===== src/mpqr_cfg.svh =====
`ifndef MPQR_CFG_SVH
`define MPQR_CFG_SVH

// ------------------------------------------------------------
// idle pin levels held in reset and in every low-power mode
// ------------------------------------------------------------
`define MPQR_CLK_IDLE      1'h0
`define MPQR_CKE_IDLE      1'h0
`define MPQR_MASK_IDLE     1'h0
`define MPQR_SEL_IDLE      1'h1
`define MPQR_STROBE_IDLE   1'h1
`define MPQR_DIR_IDLE      1'h0
`define MPQR_ADDR_IDLE     1'h0
`define MPQR_DATA_IDLE     1'h0

// ------------------------------------------------------------
// configuration word layout and reset values
// ------------------------------------------------------------
`define MPQR_CFG_EN_BIT    0
`define MPQR_CFG_EN_RST    1'h0

// ------------------------------------------------------------
// shared pin group layout
// ------------------------------------------------------------
`define MPQR_SH_SDCS_LO    0
`define MPQR_SH_CS_LO      2
`define MPQR_SH_CARD_LO    7
`define MPQR_SH_W          11

`endif


===== src/mpqr_pkg.sv =====
`default_nettype none

package mpqr_pkg;

    // ------------------------------------------------------------
    // controller pin state
    // ------------------------------------------------------------
    typedef enum logic [2:0] {
        MPQR_ST_HOLD  = 3'b001,
        MPQR_ST_RUN   = 3'b010,
        MPQR_ST_QUIET = 3'b100
    } mpqr_state_t;

endpackage

`default_nettype wire


===== src/mpqr_shared_if.sv =====
`default_nettype none

interface mpqr_shared_if #(
    parameter int W = 11
);
    logic [W-1:0] ctrl_val;
    logic [W-1:0] gpio_val;
    logic [W-1:0] alt_sel;
    logic [W-1:0] pin_val;

    modport core (
        output ctrl_val,
        output gpio_val,
        output alt_sel,
        input  pin_val
    );

    modport mux (
        input  ctrl_val,
        input  gpio_val,
        input  alt_sel,
        output pin_val
    );
endinterface

`default_nettype wire


===== src/mpqr_top.sv =====
`include "mpqr_cfg.svh"
`default_nettype none

// What this block does
// RULE_01 - sdram pins stay idle after reset until software enables sdram
// RULE_02 - boot rom settings come from boot strap pins sampled in reset
// RULE_03 - boot rom reads are answered right after reset release
// RULE_04 - configuration writes are accepted as soon as reset releases
// RULE_05 - reset and every low-power mode apply one fixed pin set
// RULE_06 - sdram clocks, clock enable and byte masks driven low there
// RULE_07 - upper sdram selects driven high when owned by the controller
// RULE_08 - five upper static selects driven high there
// RULE_09 - card io and memory strobes driven high there
// RULE_10 - shared pins show controller value only when alternate selected
// RULE_11 - low power: address driven zero, data bus released, pulled low
// RULE_12 - other control outputs take their after-reset value
// RULE_13 - clock enable held low while sdram sits in self-refresh
// RULE_14 - direction low; write, row, column, output strobes held high

module mpqr_top
    import mpqr_pkg::*;
#(
    parameter int ADDR_W = 26,
    parameter int DATA_W = 32,
    parameter int CLK_W  = 3,
    parameter int MASK_W = 4,
    parameter int BOOT_W = 3
) (
    input  wire logic                ref_clk,
    input  wire logic                resetn,
    // power manager requests
    input  wire logic                lp_sleep,
    input  wire logic                lp_standby,
    input  wire logic                lp_deep_sleep,
    input  wire logic                lp_freq_change,
    input  wire logic                lp_self_refresh,
    input  wire logic                sdram_in_self_refresh,
    // boot strap pins
    input  wire logic [BOOT_W-1:0]   boot_sel_pin,
    output logic      [BOOT_W-1:0]   boot_rom_cfg,
    // configuration write port
    input  wire logic                cfg_wr_valid,
    input  wire logic [31:0]         cfg_wr_data,
    output logic                     cfg_wr_ready,
    output logic                     sdram_enabled,
    // boot rom read handshake
    input  wire logic                rom_rd_valid,
    output logic                     rom_rd_ready,
    // functional values from the command sequencer
    input  wire logic [CLK_W-1:0]    func_clock_out,
    input  wire logic                func_clock_enable,
    input  wire logic [MASK_W-1:0]   func_byte_mask,
    input  wire logic [3:0]          func_sdram_cs_n,
    input  wire logic                func_write_n,
    input  wire logic                func_row_n,
    input  wire logic                func_column_n,
    input  wire logic                func_oe_n,
    input  wire logic [ADDR_W-1:0]   func_address,
    input  wire logic                func_direction,
    input  wire logic [DATA_W-1:0]   func_data,
    input  wire logic                func_data_oe,
    input  wire logic [5:0]          func_static_cs_n,
    input  wire logic [3:0]          func_card_n,
    // gpio side of shared pins
    input  wire logic [10:0]         gpio_alt_sel,
    input  wire logic [10:0]         gpio_out_val,
    // memory pins
    output logic [CLK_W-1:0]         sdram_clock_out,
    output logic                     sdram_clock_enable,
    output logic [MASK_W-1:0]        sdram_byte_mask,
    output logic [3:0]               sdram_chip_select_n,
    output logic                     write_strobe_n,
    output logic                     row_strobe_n,
    output logic                     column_strobe_n,
    output logic                     output_enable_n,
    output logic [ADDR_W-1:0]        memory_address_bus,
    output logic                     read_write_direction,
    input  wire logic [DATA_W-1:0]   memory_data_bus_i,
    output logic [DATA_W-1:0]        memory_data_bus_o,
    output logic                     memory_data_bus_oe,
    output logic                     memory_data_pull_low,
    output logic [5:0]               static_chip_select_n,
    output logic                     card_io_read_n,
    output logic                     card_io_write_n,
    output logic                     card_mem_read_n,
    output logic                     card_mem_write_n,
    output logic [DATA_W-1:0]        read_data
);

    // ------------------------------------------------------------
    // elaboration checks
    // ------------------------------------------------------------
    if (ADDR_W < 1 || ADDR_W > 32) begin : g_chk_addr
        $error("address width out of range");
    end
    if (DATA_W % 8 != 0 || MASK_W != DATA_W / 8) begin : g_chk_data
        $error("byte mask width must match data width");
    end
    if (CLK_W < 1 || BOOT_W < 1) begin : g_chk_misc
        $error("clock and strap widths must be nonzero");
    end

    // ------------------------------------------------------------
    // declarations
    // ------------------------------------------------------------
    mpqr_state_t          state_r;
    mpqr_state_t          state_nxt;
    logic                 lp_any;
    logic                 sdram_en_r;
    logic [BOOT_W-1:0]    boot_s1_r;
    logic [BOOT_W-1:0]    boot_s2_r;
    logic [BOOT_W-1:0]    boot_cfg_r;
    logic [DATA_W-1:0]    rd_data_r;
    logic [DATA_W-1:0]    data_s1_r;
    logic [DATA_W-1:0]    data_s2_r;
    logic                 sd_live;
    logic                 mem_live;
    logic [CLK_W-1:0]     clk_out_r;
    logic                 cke_r;
    logic [MASK_W-1:0]    mask_r;
    logic [1:0]           sdcs_lo_r;
    logic                 we_r;
    logic                 ras_r;
    logic                 cas_r;
    logic                 oe_r;
    logic [ADDR_W-1:0]    addr_r;
    logic                 dir_r;
    logic [DATA_W-1:0]    dout_r;
    logic                 doe_r;
    logic                 pull_r;
    logic                 cs0_r;
    logic [`MPQR_SH_W-1:0] sh_ctrl;

    mpqr_shared_if #(.W(`MPQR_SH_W)) sh_if ();

    assign lp_any = lp_sleep | lp_standby | lp_deep_sleep
                  | lp_freq_change | lp_self_refresh;

    // ------------------------------------------------------------
    // pin state machine
    // ------------------------------------------------------------
    always_comb begin
        state_nxt = state_r;
        case (state_r)
            MPQR_ST_HOLD: begin
                if (lp_any) begin
                    state_nxt = MPQR_ST_QUIET;                  // [RULE_05]
                end else if (sdram_en_r) begin
                    state_nxt = MPQR_ST_RUN;
                end
            end
            MPQR_ST_RUN: begin
                if (lp_any) begin
                    state_nxt = MPQR_ST_QUIET;                  // [RULE_05]
                end else if (!sdram_en_r) begin
                    state_nxt = MPQR_ST_HOLD;
                end
            end
            MPQR_ST_QUIET: begin
                if (!lp_any) begin
                    state_nxt = sdram_en_r ? MPQR_ST_RUN : MPQR_ST_HOLD;
                end
            end
            default: begin
                state_nxt = MPQR_ST_HOLD;
            end
        endcase
    end

    always_ff @(posedge ref_clk) begin
        if (!resetn) begin
            state_r <= MPQR_ST_HOLD;                            // [RULE_01]
        end else begin
            state_r <= state_nxt;
        end
    end

    // sdram pins only live when enabled; memory pins live out of low power
    assign sd_live  = resetn && state_r == MPQR_ST_RUN && !lp_any;
    assign mem_live = resetn && state_r != MPQR_ST_QUIET && !lp_any;

    // ------------------------------------------------------------
    // configuration register
    // ------------------------------------------------------------
    always_ff @(posedge ref_clk) begin
        if (!resetn) begin
            sdram_en_r <= `MPQR_CFG_EN_RST;                     // [RULE_01]
        end else if (cfg_wr_valid) begin
            sdram_en_r <= cfg_wr_data[`MPQR_CFG_EN_BIT];        // [RULE_04]
        end
    end

    // writes need no prior setup, so ready follows reset alone
    assign cfg_wr_ready  = resetn;                              // [RULE_04]
    assign sdram_enabled = sdram_en_r;

    // ------------------------------------------------------------
    // boot strap capture
    // ------------------------------------------------------------
    always_ff @(posedge ref_clk) begin
        boot_s1_r <= boot_sel_pin;
        boot_s2_r <= boot_s1_r;
    end

    // strap is tracked while reset is held and frozen at release
    always_ff @(posedge ref_clk) begin
        if (!resetn) begin
            boot_cfg_r <= boot_s2_r;                            // [RULE_02]
        end
    end

    assign boot_rom_cfg = boot_cfg_r;

    // ------------------------------------------------------------
    // boot rom read path
    // ------------------------------------------------------------
    // rom sits on static select 0, which needs no configuration
    assign rom_rd_ready = mem_live;                             // [RULE_03]

    always_ff @(posedge ref_clk) begin
        data_s1_r <= memory_data_bus_i;
        data_s2_r <= data_s1_r;
    end

    always_ff @(posedge ref_clk) begin
        if (!resetn) begin
            rd_data_r <= {DATA_W{`MPQR_DATA_IDLE}};
        end else if (rom_rd_valid && mem_live) begin
            rd_data_r <= data_s2_r;                             // [RULE_03]
        end
    end

    assign read_data = rd_data_r;

    // ------------------------------------------------------------
    // sdram pins
    // ------------------------------------------------------------
    always_ff @(posedge ref_clk) begin
        if (!sd_live) begin
            clk_out_r <= {CLK_W{`MPQR_CLK_IDLE}};               // [RULE_06]
            mask_r    <= {MASK_W{`MPQR_MASK_IDLE}};             // [RULE_06]
            sdcs_lo_r <= {2{`MPQR_SEL_IDLE}};                   // [RULE_12]
            ras_r     <= `MPQR_STROBE_IDLE;                     // [RULE_14]
            cas_r     <= `MPQR_STROBE_IDLE;                     // [RULE_14]
        end else begin
            clk_out_r <= func_clock_out;
            mask_r    <= func_byte_mask;
            sdcs_lo_r <= func_sdram_cs_n[1:0];
            ras_r     <= func_row_n;
            cas_r     <= func_column_n;
        end
    end

    // self-refresh overrides even a live interface
    always_ff @(posedge ref_clk) begin
        if (!sd_live || sdram_in_self_refresh) begin
            cke_r <= `MPQR_CKE_IDLE;                            // [RULE_06] [RULE_13]
        end else begin
            cke_r <= func_clock_enable;
        end
    end

    // ------------------------------------------------------------
    // static memory pins
    // ------------------------------------------------------------
    always_ff @(posedge ref_clk) begin
        if (!mem_live) begin
            we_r   <= `MPQR_STROBE_IDLE;                        // [RULE_14]
            oe_r   <= `MPQR_STROBE_IDLE;                        // [RULE_14]
            dir_r  <= `MPQR_DIR_IDLE;                           // [RULE_14]
            cs0_r  <= `MPQR_SEL_IDLE;                           // [RULE_12]
            addr_r <= {ADDR_W{`MPQR_ADDR_IDLE}};                // [RULE_11]
        end else begin
            we_r   <= func_write_n;
            oe_r   <= func_oe_n;
            dir_r  <= func_direction;
            cs0_r  <= func_static_cs_n[0];
            addr_r <= func_address;
        end
    end

    // ------------------------------------------------------------
    // data bus: released and pulled low, never driven, when quiet
    // ------------------------------------------------------------
    always_ff @(posedge ref_clk) begin
        if (!mem_live) begin
            dout_r <= {DATA_W{`MPQR_DATA_IDLE}};
            doe_r  <= 1'h0;                                     // [RULE_11]
            pull_r <= 1'h1;                                     // [RULE_11]
        end else begin
            dout_r <= func_data;
            doe_r  <= func_data_oe;
            pull_r <= 1'h0;
        end
    end

    // ------------------------------------------------------------
    // shared pins
    // ------------------------------------------------------------
    // ctrl values are forced idle unless their interface is live; the mux picks owner per pin
    always_comb begin
        sh_ctrl = {`MPQR_SH_W{`MPQR_SEL_IDLE}};                 // [RULE_07] [RULE_08] [RULE_09]
        if (mem_live) begin
            sh_ctrl[`MPQR_SH_CS_LO +: 5]   = func_static_cs_n[5:1];
            sh_ctrl[`MPQR_SH_CARD_LO +: 4] = func_card_n;
        end
        if (sd_live) begin
            sh_ctrl[`MPQR_SH_SDCS_LO +: 2] = func_sdram_cs_n[3:2];
        end
    end

    assign sh_if.ctrl_val = sh_ctrl;
    assign sh_if.gpio_val = gpio_out_val;
    assign sh_if.alt_sel  = gpio_alt_sel;

    mpqr_pin_mux #(
        .W (`MPQR_SH_W)
    ) u_pin_mux (
        .ref_clk (ref_clk),
        .resetn  (resetn),
        .sh      (sh_if.mux)                                    // [RULE_10]
    );

    // ------------------------------------------------------------
    // pin outputs
    // ------------------------------------------------------------
    assign sdram_clock_out      = clk_out_r;
    assign sdram_clock_enable   = cke_r;
    assign sdram_byte_mask      = mask_r;
    assign sdram_chip_select_n  = {sh_if.pin_val[`MPQR_SH_SDCS_LO +: 2],
                                   sdcs_lo_r};
    assign write_strobe_n       = we_r;
    assign row_strobe_n         = ras_r;
    assign column_strobe_n      = cas_r;
    assign output_enable_n      = oe_r;
    assign memory_address_bus   = addr_r;
    assign read_write_direction = dir_r;
    assign memory_data_bus_o    = dout_r;
    assign memory_data_bus_oe   = doe_r;
    assign memory_data_pull_low = pull_r;
    assign static_chip_select_n = {sh_if.pin_val[`MPQR_SH_CS_LO +: 5],
                                   cs0_r};
    assign card_io_read_n       = sh_if.pin_val[`MPQR_SH_CARD_LO];
    assign card_io_write_n      = sh_if.pin_val[`MPQR_SH_CARD_LO + 1];
    assign card_mem_read_n      = sh_if.pin_val[`MPQR_SH_CARD_LO + 2];
    assign card_mem_write_n     = sh_if.pin_val[`MPQR_SH_CARD_LO + 3];

endmodule

`default_nettype wire


===== src/mpqr_pin_mux.sv =====
`include "mpqr_cfg.svh"
`default_nettype none

module mpqr_pin_mux #(
    parameter int W = 11
) (
    input  wire logic    ref_clk,
    input  wire logic    resetn,
    mpqr_shared_if.mux   sh
);
    logic [W-1:0] pin_r;

    // ------------------------------------------------------------
    // per-pin owner select, registered so pins never glitch
    // ------------------------------------------------------------
    for (genvar i = 0; i < W; i++) begin : g_pin
        always_ff @(posedge ref_clk) begin
            if (!resetn) begin
                // alt owner keeps deselect level in reset [RULE_10]
                pin_r[i] <= sh.alt_sel[i] ? `MPQR_SEL_IDLE
                                          : sh.gpio_val[i];
            end else begin
                pin_r[i] <= sh.alt_sel[i] ? sh.ctrl_val[i]
                                          : sh.gpio_val[i]; // [RULE_10]
            end
        end
    end

    assign sh.pin_val = pin_r;

endmodule

`default_nettype wire


===== config.mk =====
export PLATFORM = sky130hd
export DESIGN_NAME = mpqr_top
export DESIGN_NICKNAME = d
export VERILOG_FILES = /design/src/mpqr_pkg.sv /design/src/mpqr_shared_if.sv /design/src/mpqr_top.sv /design/src/mpqr_pin_mux.sv
export VERILOG_INCLUDE_DIRS = /design/src
export SDC_FILE = /design/constraint.sdc
export NUM_CORES = 1
export LEC_CHECK = 0
export BUFFER_PORTS_ARGS = -buffer_cell sky130_fd_sc_hd__buf_2
export CORE_UTILIZATION = 30
export DETAILED_ROUTE_END_ITERATION = 16
export HOLD_SLACK_MARGIN = 0.08
export PLACE_DENSITY_LB_ADDON = 0.15
export SYNTH_ARGS = -nofsm -noshare
export SYNTH_HDL_FRONTEND = slang
export SYNTH_SLANG_ARGS = --single-unit

===== constraint.sdc =====
create_clock -name ref_clk -period 5.4 [get_ports ref_clk]
set_input_delay 0.81 -clock ref_clk [delete_from_list [all_inputs] [get_ports ref_clk]]
set_output_delay 0.81 -clock ref_clk [all_outputs]
set_load 0.02 [all_outputs]

Yosys cells after proc, flatten, opt, wreduce, memory -nomap -nowiden
Cells that the tools add are included.

Flip-flop bits (word level): 196. Output and inout port bits: 125. Logic and storage cells: 96.

Equal/unequal tests: 7. Mux-type cells: 43. Bitwise logic cells: 4. Reduce and logical (&&, ||, !) cells: 9.

Operators by type and width (number): $mux 1 (34); $mux 3 (5); $mux 9 (1); $ne 3x3->1 const B (3); $pmux 3 s3 (1); $logic_and 1x1->1 (5); $mux 2 (2); $or 1x1->1 (4); $eq 3x1->1 const B (1); $eq 3x2->1 const B (1); $eq 3x3->1 const B (1); $reduce_and 3->1 (1); $logic_not 1->1 (2); $ne 2x2->1 const B (1); $logic_or 1x1->1 (1).

Logic depth before layout (Yosys ltp)
Gate-level depths: netlist (run 1).

Depth in word-level cells: 9. Gate-level depth with buffers: 6. Mapped depth without buffers: 3.

Cells and area by module
Synthesis (run 1) repeated with hierarchy kept, for this count alone.

Cells, all modules: 440. Area total of the unflattened synthesis: 5484.0 sq um.

By module, submodules not included: mpqr_top (times used 1, cells an instance 406, area an instance 5114.9 sq um); mpqr_pin_mux (times used 1, cells an instance 34, area an instance 369.1 sq um).

Worst setup path after synthesis (run 1)
OpenSTA, ideal clock, no wires.

Path type: input -> output. Start point: input port lp_freq_change. End point: output port rom_rd_ready. Data arrival time: 2.055 ns. Setup slack: 2.535 ns. Stages on the path: 5. Buffers on the path: 3. Cells stage by stage: or4_4 > buf_6 > nor4_2 > buf_2 > buf_2.

Longest elaborated chain between the ends: 4.

RTL lines: start: declaration (RTL line mpqr_top.sv:35) `input wire logic lp_freq_change,`; $or 1x1->1 (2 in series) (RTL line mpqr_top.sv:137) `| lp_freq_change | lp_self_refresh;`; $logic_not 1->1 (RTL line mpqr_top.sv:180) `assign mem_live = resetn && state_r != MPQR_ST_QUIET && !lp_any;`; $logic_and 1x1->1 (RTL line mpqr_top.sv:180); end: declaration (RTL line mpqr_top.sv:48) `output logic rom_rd_ready,`.

Every way passes these cells.

Worst setup path in the final report (run 1)
Ends and elaborated chain as after synthesis.

==> results of run 1 <==
==> path summary, 6_finish.rpt <==
kind / slack, ps / cells after the start / end / startpoint
min: 320 / 0 / data_s2_r[4] / data_s1_r[4]
min reg2reg: 320 / 0 / data_s2_r[4] / data_s1_r[4]
max reg2reg: 3440 / 3 / sdcs_lo_r[1] / state_r[1]
max: 2130 / 5 / rom_rd_ready / lp_freq_change
==> final cells by class <==
| class | count | area (um^2) | share of cell area, % |
|---|---|---|---|
| Clock buffer | 17 | 425 | 5.61 |
| Tap cell | 225 | 282 | 3.71 |
| Clock inverter | 15 | 168 | 2.21 |
| Sequential cell | 196 | 3950 | 52.1 |
| Multi-Input combinational cell | 210 | 1300 | 17.1 |
| Timing Repair Buffer | 281 | 1410 | 18.6 |
| Inverter | 13 | 48.8 | 0.643 |
==> cell families after synthesis <==
group / after synthesis
AND/OR/NAND/NOR: 162
buffers and inverters: 35
flip-flops: 196
XOR/XNOR: 1
multiplexers: 33
AO/OA/AOI/OAI: 14
==> Yosys cell counts <==
cell	count
dfxtp_1	193
and2_1	67
nand2_1	64
mux2i_1	33
nor2_1	14
inv_1	13
a31oi_1	11
clkbuf_1	8
buf_2	7
nand2b_1	5
buf_6	4
edfxtp_1	3
buf_4	2
nor4_2	2
o211ai_1	2
or2b_1	2
and3b_1	1
clkbuf_2	1
nor3_1	1
nor3b_1	1
nor4_1	1
nor4b_4	1
o21ai_0	1
or2_2	1
or3b_2	1
or4_4	1
xor2_1	1
==> critical path: stages <==
cell,delay (ps)
buf_2,90
or4_4,600
nor4_4,160
buf_4,500
buf_2,270
==> layer usage <==
metal	track usage [%]	vias to the layer above	wire length, um
met1	13.5	1709	4760
met2	24.6	165	6350
met3	6.71	15	1230
li1	-	1941	-
met5	0	-	0
met4	6.30	0	262
==> power breakdown <==
group / total, mW / switching (mW) / internal, mW
Combinational: 0.135 / 0.0677 / 0.0675
Clock: 1.25 / 0.557 / 0.695
Sequential: 1.51 / 0.0160 / 1.49
==> cells in the final DEF, fill, tap and decap left out <==
cell type | synthesis | layout
o211ai_1 | 2 | 2
or2b_1 | 2 | 2
nor2_1 | 14 | 14
nor3_1 | 1 | 1
inv_6 | 0 | 2
clkbuf_16 | 0 | 17
o21ai_0 | 1 | 1
a31oi_1 | 11 | 11
and2_1 | 67 | 67
nor3b_1 | 1 | 1
buf_4 | 2 | 3
clkinv_4 | 0 | 2
nor4_2 | 2 | 1
xor2_1 | 1 | 1
buf_2 | 7 | 278
or3b_2 | 1 | 1
mux2i_1 | 33 | 33
or2_2 | 1 | 1
nor4_1 | 1 | 1
inv_4 | 0 | 1
or4_4 | 1 | 1
clkinv_2 | 0 | 2
nand2_1 | 64 | 64
bufinv_16 | 0 | 2
edfxtp_1 | 3 | 3
and3b_1 | 1 | 1
nor4_4 | 0 | 1
nor4b_4 | 1 | 1
dfxtp_1 | 193 | 193
inv_8 | 0 | 3
nand2b_1 | 5 | 5
clkinvlp_4 | 0 | 3
inv_1 | 13 | 13
==> registers in the layout, summed over array words and instances (netlist names), 2 cells and up <==
name / count
sdram_clock_out: 3
state_r: 3
sdcs_lo_r: 2
memory_address_bus: 26
boot_s2_r: 3
data_s1_r: 32
sdram_byte_mask: 4
boot_rom_cfg: 3
read_data: 32
boot_s1_r: 3
data_s2_r: 32
memory_data_bus_o: 32
u_pin_mux.sh.pin_val: 11
==> results.md, run 1 <==
- Routed len/inst: ~13 um
- Final Cycle Share: 60.6%
- Ant. Diodes: 0
- Status: completed
- Final-layout fill cell count: between 1.5k and 2k
- First-pass GRT wire length: 19200 um
- Finished Layout Cells: 957
- Drt via density: between 4 and 5
- Syn avg cell area: 12.3 um^2
- Vias in the first global route: between 3k and 4k
- Final core occ: about 43%
- Die Y: 136 um
- Adder-cell area share of the yosys netlist: 0%
- XOR/XNOR Fraction of Synth Area: 0.162%
- Vias: 3830
- Post-CTS Setup Bufs: 0
- Startpoint Class: primary input
- Yosys top cell by area: dfxtp_1
- CTS sink count: 196
- Power per cell area: 382 mW/mm^2
- Max_slew headroom: 35.1%
- GPL Wtd Cong: ~0.74
- Tot GR Track Use: between 10% and 20%
- Rows: 48
- Drt total wl: roughly 13000 um
- Design Power: 2.90 mW
- Initial Util: 31.0%
- Complex-gate fraction of the synthesized area: 1.64%
- DP HPWL: ~9400 um
- Final Worst Setup Slack: roughly 2100 ps
- Least-Margin Pin Slew: 965 ps
- Simple-gate share of the synthesized area: around 16%
- CTS clk-pin slew, worst paths: about 70 ps
- Iteration-0 DRC Markers: 101
- Die X: between 100 and 150 um
- Mux share of post-synthesis cell area: under 10%
- Mapped Area: about 0.0054 mm^2
- Final Hold Viols: 0
- Final TNS setup: 0 ps
- Worst Path Required: 4590 ps
- Clock root buffer: clkbuf_16
- Htree depth: 4
- Max IR drop VDD: approximately 0.22 mV
- CP Capture Type: output port
- Layout Nets: between 900 and 1k
- Initial antenna violation count: 0
- Total placed instance area: 0.00700 mm^2
- Worst setup slack after placement: 2100 ps
- Die ar.: roughly 0.019 mm^2
- Max Cap Viol: 0
- Yosys top cell area share: 71.3%
- Post-Layout Inst Area: around 0.0076 mm^2
- Post-route ant nets: 0
- Hold bufs inserted after CTS: 0
- LEAKAGE: 3.66 nW
- Unrepaired setup endpoints after global routing: no
- Clk_skew: 10.1 ps
- Max Slew Vio Count: 0
- Placed insts: slightly above 900
- Min-delay worst type: reg -> reg
- Fmax: ~310 MHz
- Fin Hold WS: 321 ps
- WP data arrival: 2460 ps
- Setup violators final: 0
- CP Max Fanout: between 70 and 80
- Total grt overflow: 0
- Synthesized instance count: between 400 and 500
- Yosys warning count: 0
- Minimum clock period: between 3000 and 4000 ps
- Pin count of the biggest net entering global routing: 75
- Layout area overhead: 40.0%
- Synth top area cells: dfxtp_1 71%, and2_1 7.7%, mux2i_1 6.1%, nand2_1 4.4%, edfxtp_1 1.7%
- CTS buffer count: 17
- Synth Register Bits: roughly 200
- I/O Buffers: 278
- Clock Tree Buf Depth: 2
- Register area share after synthesis: 72.9%
- Core ar.: around 0.017 mm^2
- Largest family of logic cells by synthesized area: simple AND/OR/NAND/NOR gates
- Netlist cell types: 27
- # DRC: 0
- Clk Latency, worst-skew pair: approximately 420 ps
- Ports: 310
- Share of layout cells above drive strength 1: between 40% and 50%
- Total iterations of the first detailed-routing run: 4
- Crit Path Category: in -> out
- PostCTS Resize Cnt: 0
- CTS tree: done
- Mapped Nets: around 630
No activity file was read; power rests on OpenSTA's default activity.
==> run 2: changes to the inputs <==
- ABC_AREA: default -> 1
- clock period: 5.4 -> 2.95 ns (I/O delays scaled with it)
==> run 2 against run 1 <==
  * Utilization shrank 0.88 points
  * Non-clock buffer count is 2 higher
  * Sequential share of layout area shrank 0.54 points
==> results.md, run 2 <==
- Ports: 310
- Layout area overhead: 39.0%
- Multi-input combinational cell area: roughly 0.0011 mm^2
- Initial Util: between 30 and 40%
- LEAKAGE: about 4 nW
- Netlist cell types: 26
- Die Y: about 140 um
- Vias: between 4k and 5k
- Top FF cell, synth: dfxtp_1
- CP Depth: 5
- Max Slew Vio Count: 0
- Iteration-0 DRC Markers: 98
- Status: completed
- Worst hold path cell count: 1
- Max Cap Viol: 0
- Syn avg cell area: 10.5 um^2
- Least-Margin Pin Slew: 893 ps
- Critical Path Slowest Stage Cell: clkinv_1
- Vias in the first global route: 3824
- Yosys top cell area share: a little over two thirds
- CP Capture Type: output port
- Crit Path Category: reg -> out
- Startpoint Class: register
- Pin count of the biggest net entering global routing: 55
- Finished Layout Cells: 1054
- R2R depth: 7
- DP HPWL: roughly 9000 um
- Count leader, synth: dfxtp_1
- Critical path, cell by cell: inv_1 -> nand3_1 -> nand3_4 -> clkinv_1 -> buf_2
- Rows: about 50
- Setup violators final: 0
- Clock Tree Buf Depth: 2
- Core ar.: approximately 0.018 mm^2
- Die ar.: 0.0189 mm^2
- Min-delay worst type: in -> reg
- CTS clk-pin slew, worst paths: roughly 70 ps
- GPL Wtd Cong: between 0.7 and 0.8
- Routed len/inst: approximately 12 um
- Critical path buffer and inverter count: 3
- Top cell types by occurrence after synthesis: 193 x dfxtp_1, 110 x nor2_1, 88 x inv_1, 31 x nor2_2, 30 x o21ai_1
- Yosys warning count: 0
- Mapped Nets: slightly above 700
- CTS buffer count: 17
- Placed insts: 1019
- Top Family by Delay on Critical Path: buffers and inverters
- Unrepaired setup endpoints after global routing: no
- Fmax: 429 MHz
- Register area share after synthesis: between 70% and 80%
- Most frequent cells in the layout: 278 x buf_2, 193 x dfxtp_1, 110 x nor2_1, 88 x inv_1, 31 x nor2_2
- Layout Nets: 996
- PostCTS Resize Cnt: 0
- Ys async rst share: 0%
- Final Hold Viols: 0
- Drt total wl: approximately 12000 um
- Synth Register Bits: approximately 200
- Synth top area cells: dfxtp_1 70%, nor2_1 7.5%, inv_1 6.0%, nor2_2 3.5%, o21ai_1 2.7%
- Synthesized instance count: around 530
- Clock root buffer: clkbuf_16
- Max IR drop VDD: 0.476 mV
- Clk Latency, worst-skew pair: roughly 420 ps
- Final TNS setup: 0 ps
- Mapped Area: 0.00552 mm^2
- WP data arrival: 1890 ps
- CTS sink count: roughly 200
- Final-layout fill cell count: ~1.8k
- Slowest stage delay, CP: around 340 ps
- Post-synth EDFFs: 3
- Storage cell area: approximately 0.0040 mm^2
- Tot GR Track Use: about 13%
- Worst Path Required: approximately 2500 ps
- Post-route ant nets: 0
- Drt via density: approximately 3.9
- I/O Buffers: between 200 and 300
- First-pass GRT wire length: around 18000 um
- Power per cell area: between 600 and 700 mW/mm^2
- Share of layout cells above drive strength 1: 43.0%
- Htree depth: 4
- Initial antenna violation count: 1
- Most common cell after layout, fill and taps aside: buf_2
- # DRC: 0
- Total iterations of the first detailed-routing run: 4
- Final Cycle Share: about 79%
- Die X: approximately 140 um
- Clk_skew: ~12 ps
- Max_slew headroom: just over 40%
- CTS tree: done
- Yosys top cell by area: dfxtp_1
- Total grt overflow: 0
- Minimum clock period: ~2300 ps
- CP Max Fanout: 13
-- run 2: report_power, final --
part           leakage, nW  total (mW)  internal, mW  switching [mW]
Combinational         2.18       0.227         0.113           0.115
Sequential            1.62        2.75          2.73          0.0230
Clock                0.264        2.17          1.12            1.05
-- run 2: worst register-to-register path, delay by kind of cell, from the launching register on --
kind,cells,cell delay [ps]
flops,1,350
simple gates,5,1040
buf+inv,2,440
-- run 2: worst paths after layout --
path	endpoint	start	slack, ps
worst max-delay path	rom_rd_ready	state_r[0]	620
worst min-delay path	data_s1_r[25]	memory_data_bus_i[25]	110
worst max register to register	read_data[0]	state_r[0]	1020
worst min register to register	data_s2_r[29]	data_s1_r[29]	320
-- run 2: stage by stage --
stage / hold slack, ps / setup slack, ps / instance area, um^2 / total power, mW / util [%]
after floorplan: 310 / 1430 / 5520 / 2.90 / -
after global placement: 311 / 685 / 7080 / 3.03 / 39.3
after detailed placement: 312 / 621 / 7080 / 3.04 / 39.3
after CTS: 88.2 / 568 / 7640 / 5.24 / 42.4
after global routing: 83.5 / 479 / 7660 / 5.39 / 42.5
final: 115 / 621 / 7670 / 5.15 / 42.5
-- run 2: per-layer routing --
metal	share of wire, %	vias up	global-route usage [%]
li1	-	2142	-
met1	39	1822	13.0
met2	51	163	22.2
met3	9.3	11	6.33
met4	1.0	0	4.33
met5	0	-	0
-- run 2: final cells by class --
cell class	instances	share of cell area, %
clock inverter	14	1.80
tap	229	3.74
multi-input combinational	222	14.1
inverter	91	4.45
clock buffer	18	5.60
timing repair buffer	283	18.7
sequential	196	51.6
antenna	1	0.0326
-- run 2: cell families after synthesis --
| logic type | synth area share [%] |
|---|---|
| AO/OA/AOI/OAI | 4.35 |
| flip-flops | 71.7 |
| AND/OR/NAND/NOR | 15.3 |
| buffers and inverters | 8.73 |
-- run 2: what timing repair did --
action	4_1_cts	5_1_grt
buffers inserted	0	0
hold endpoints to repair	0	2
hold buffers	0	2
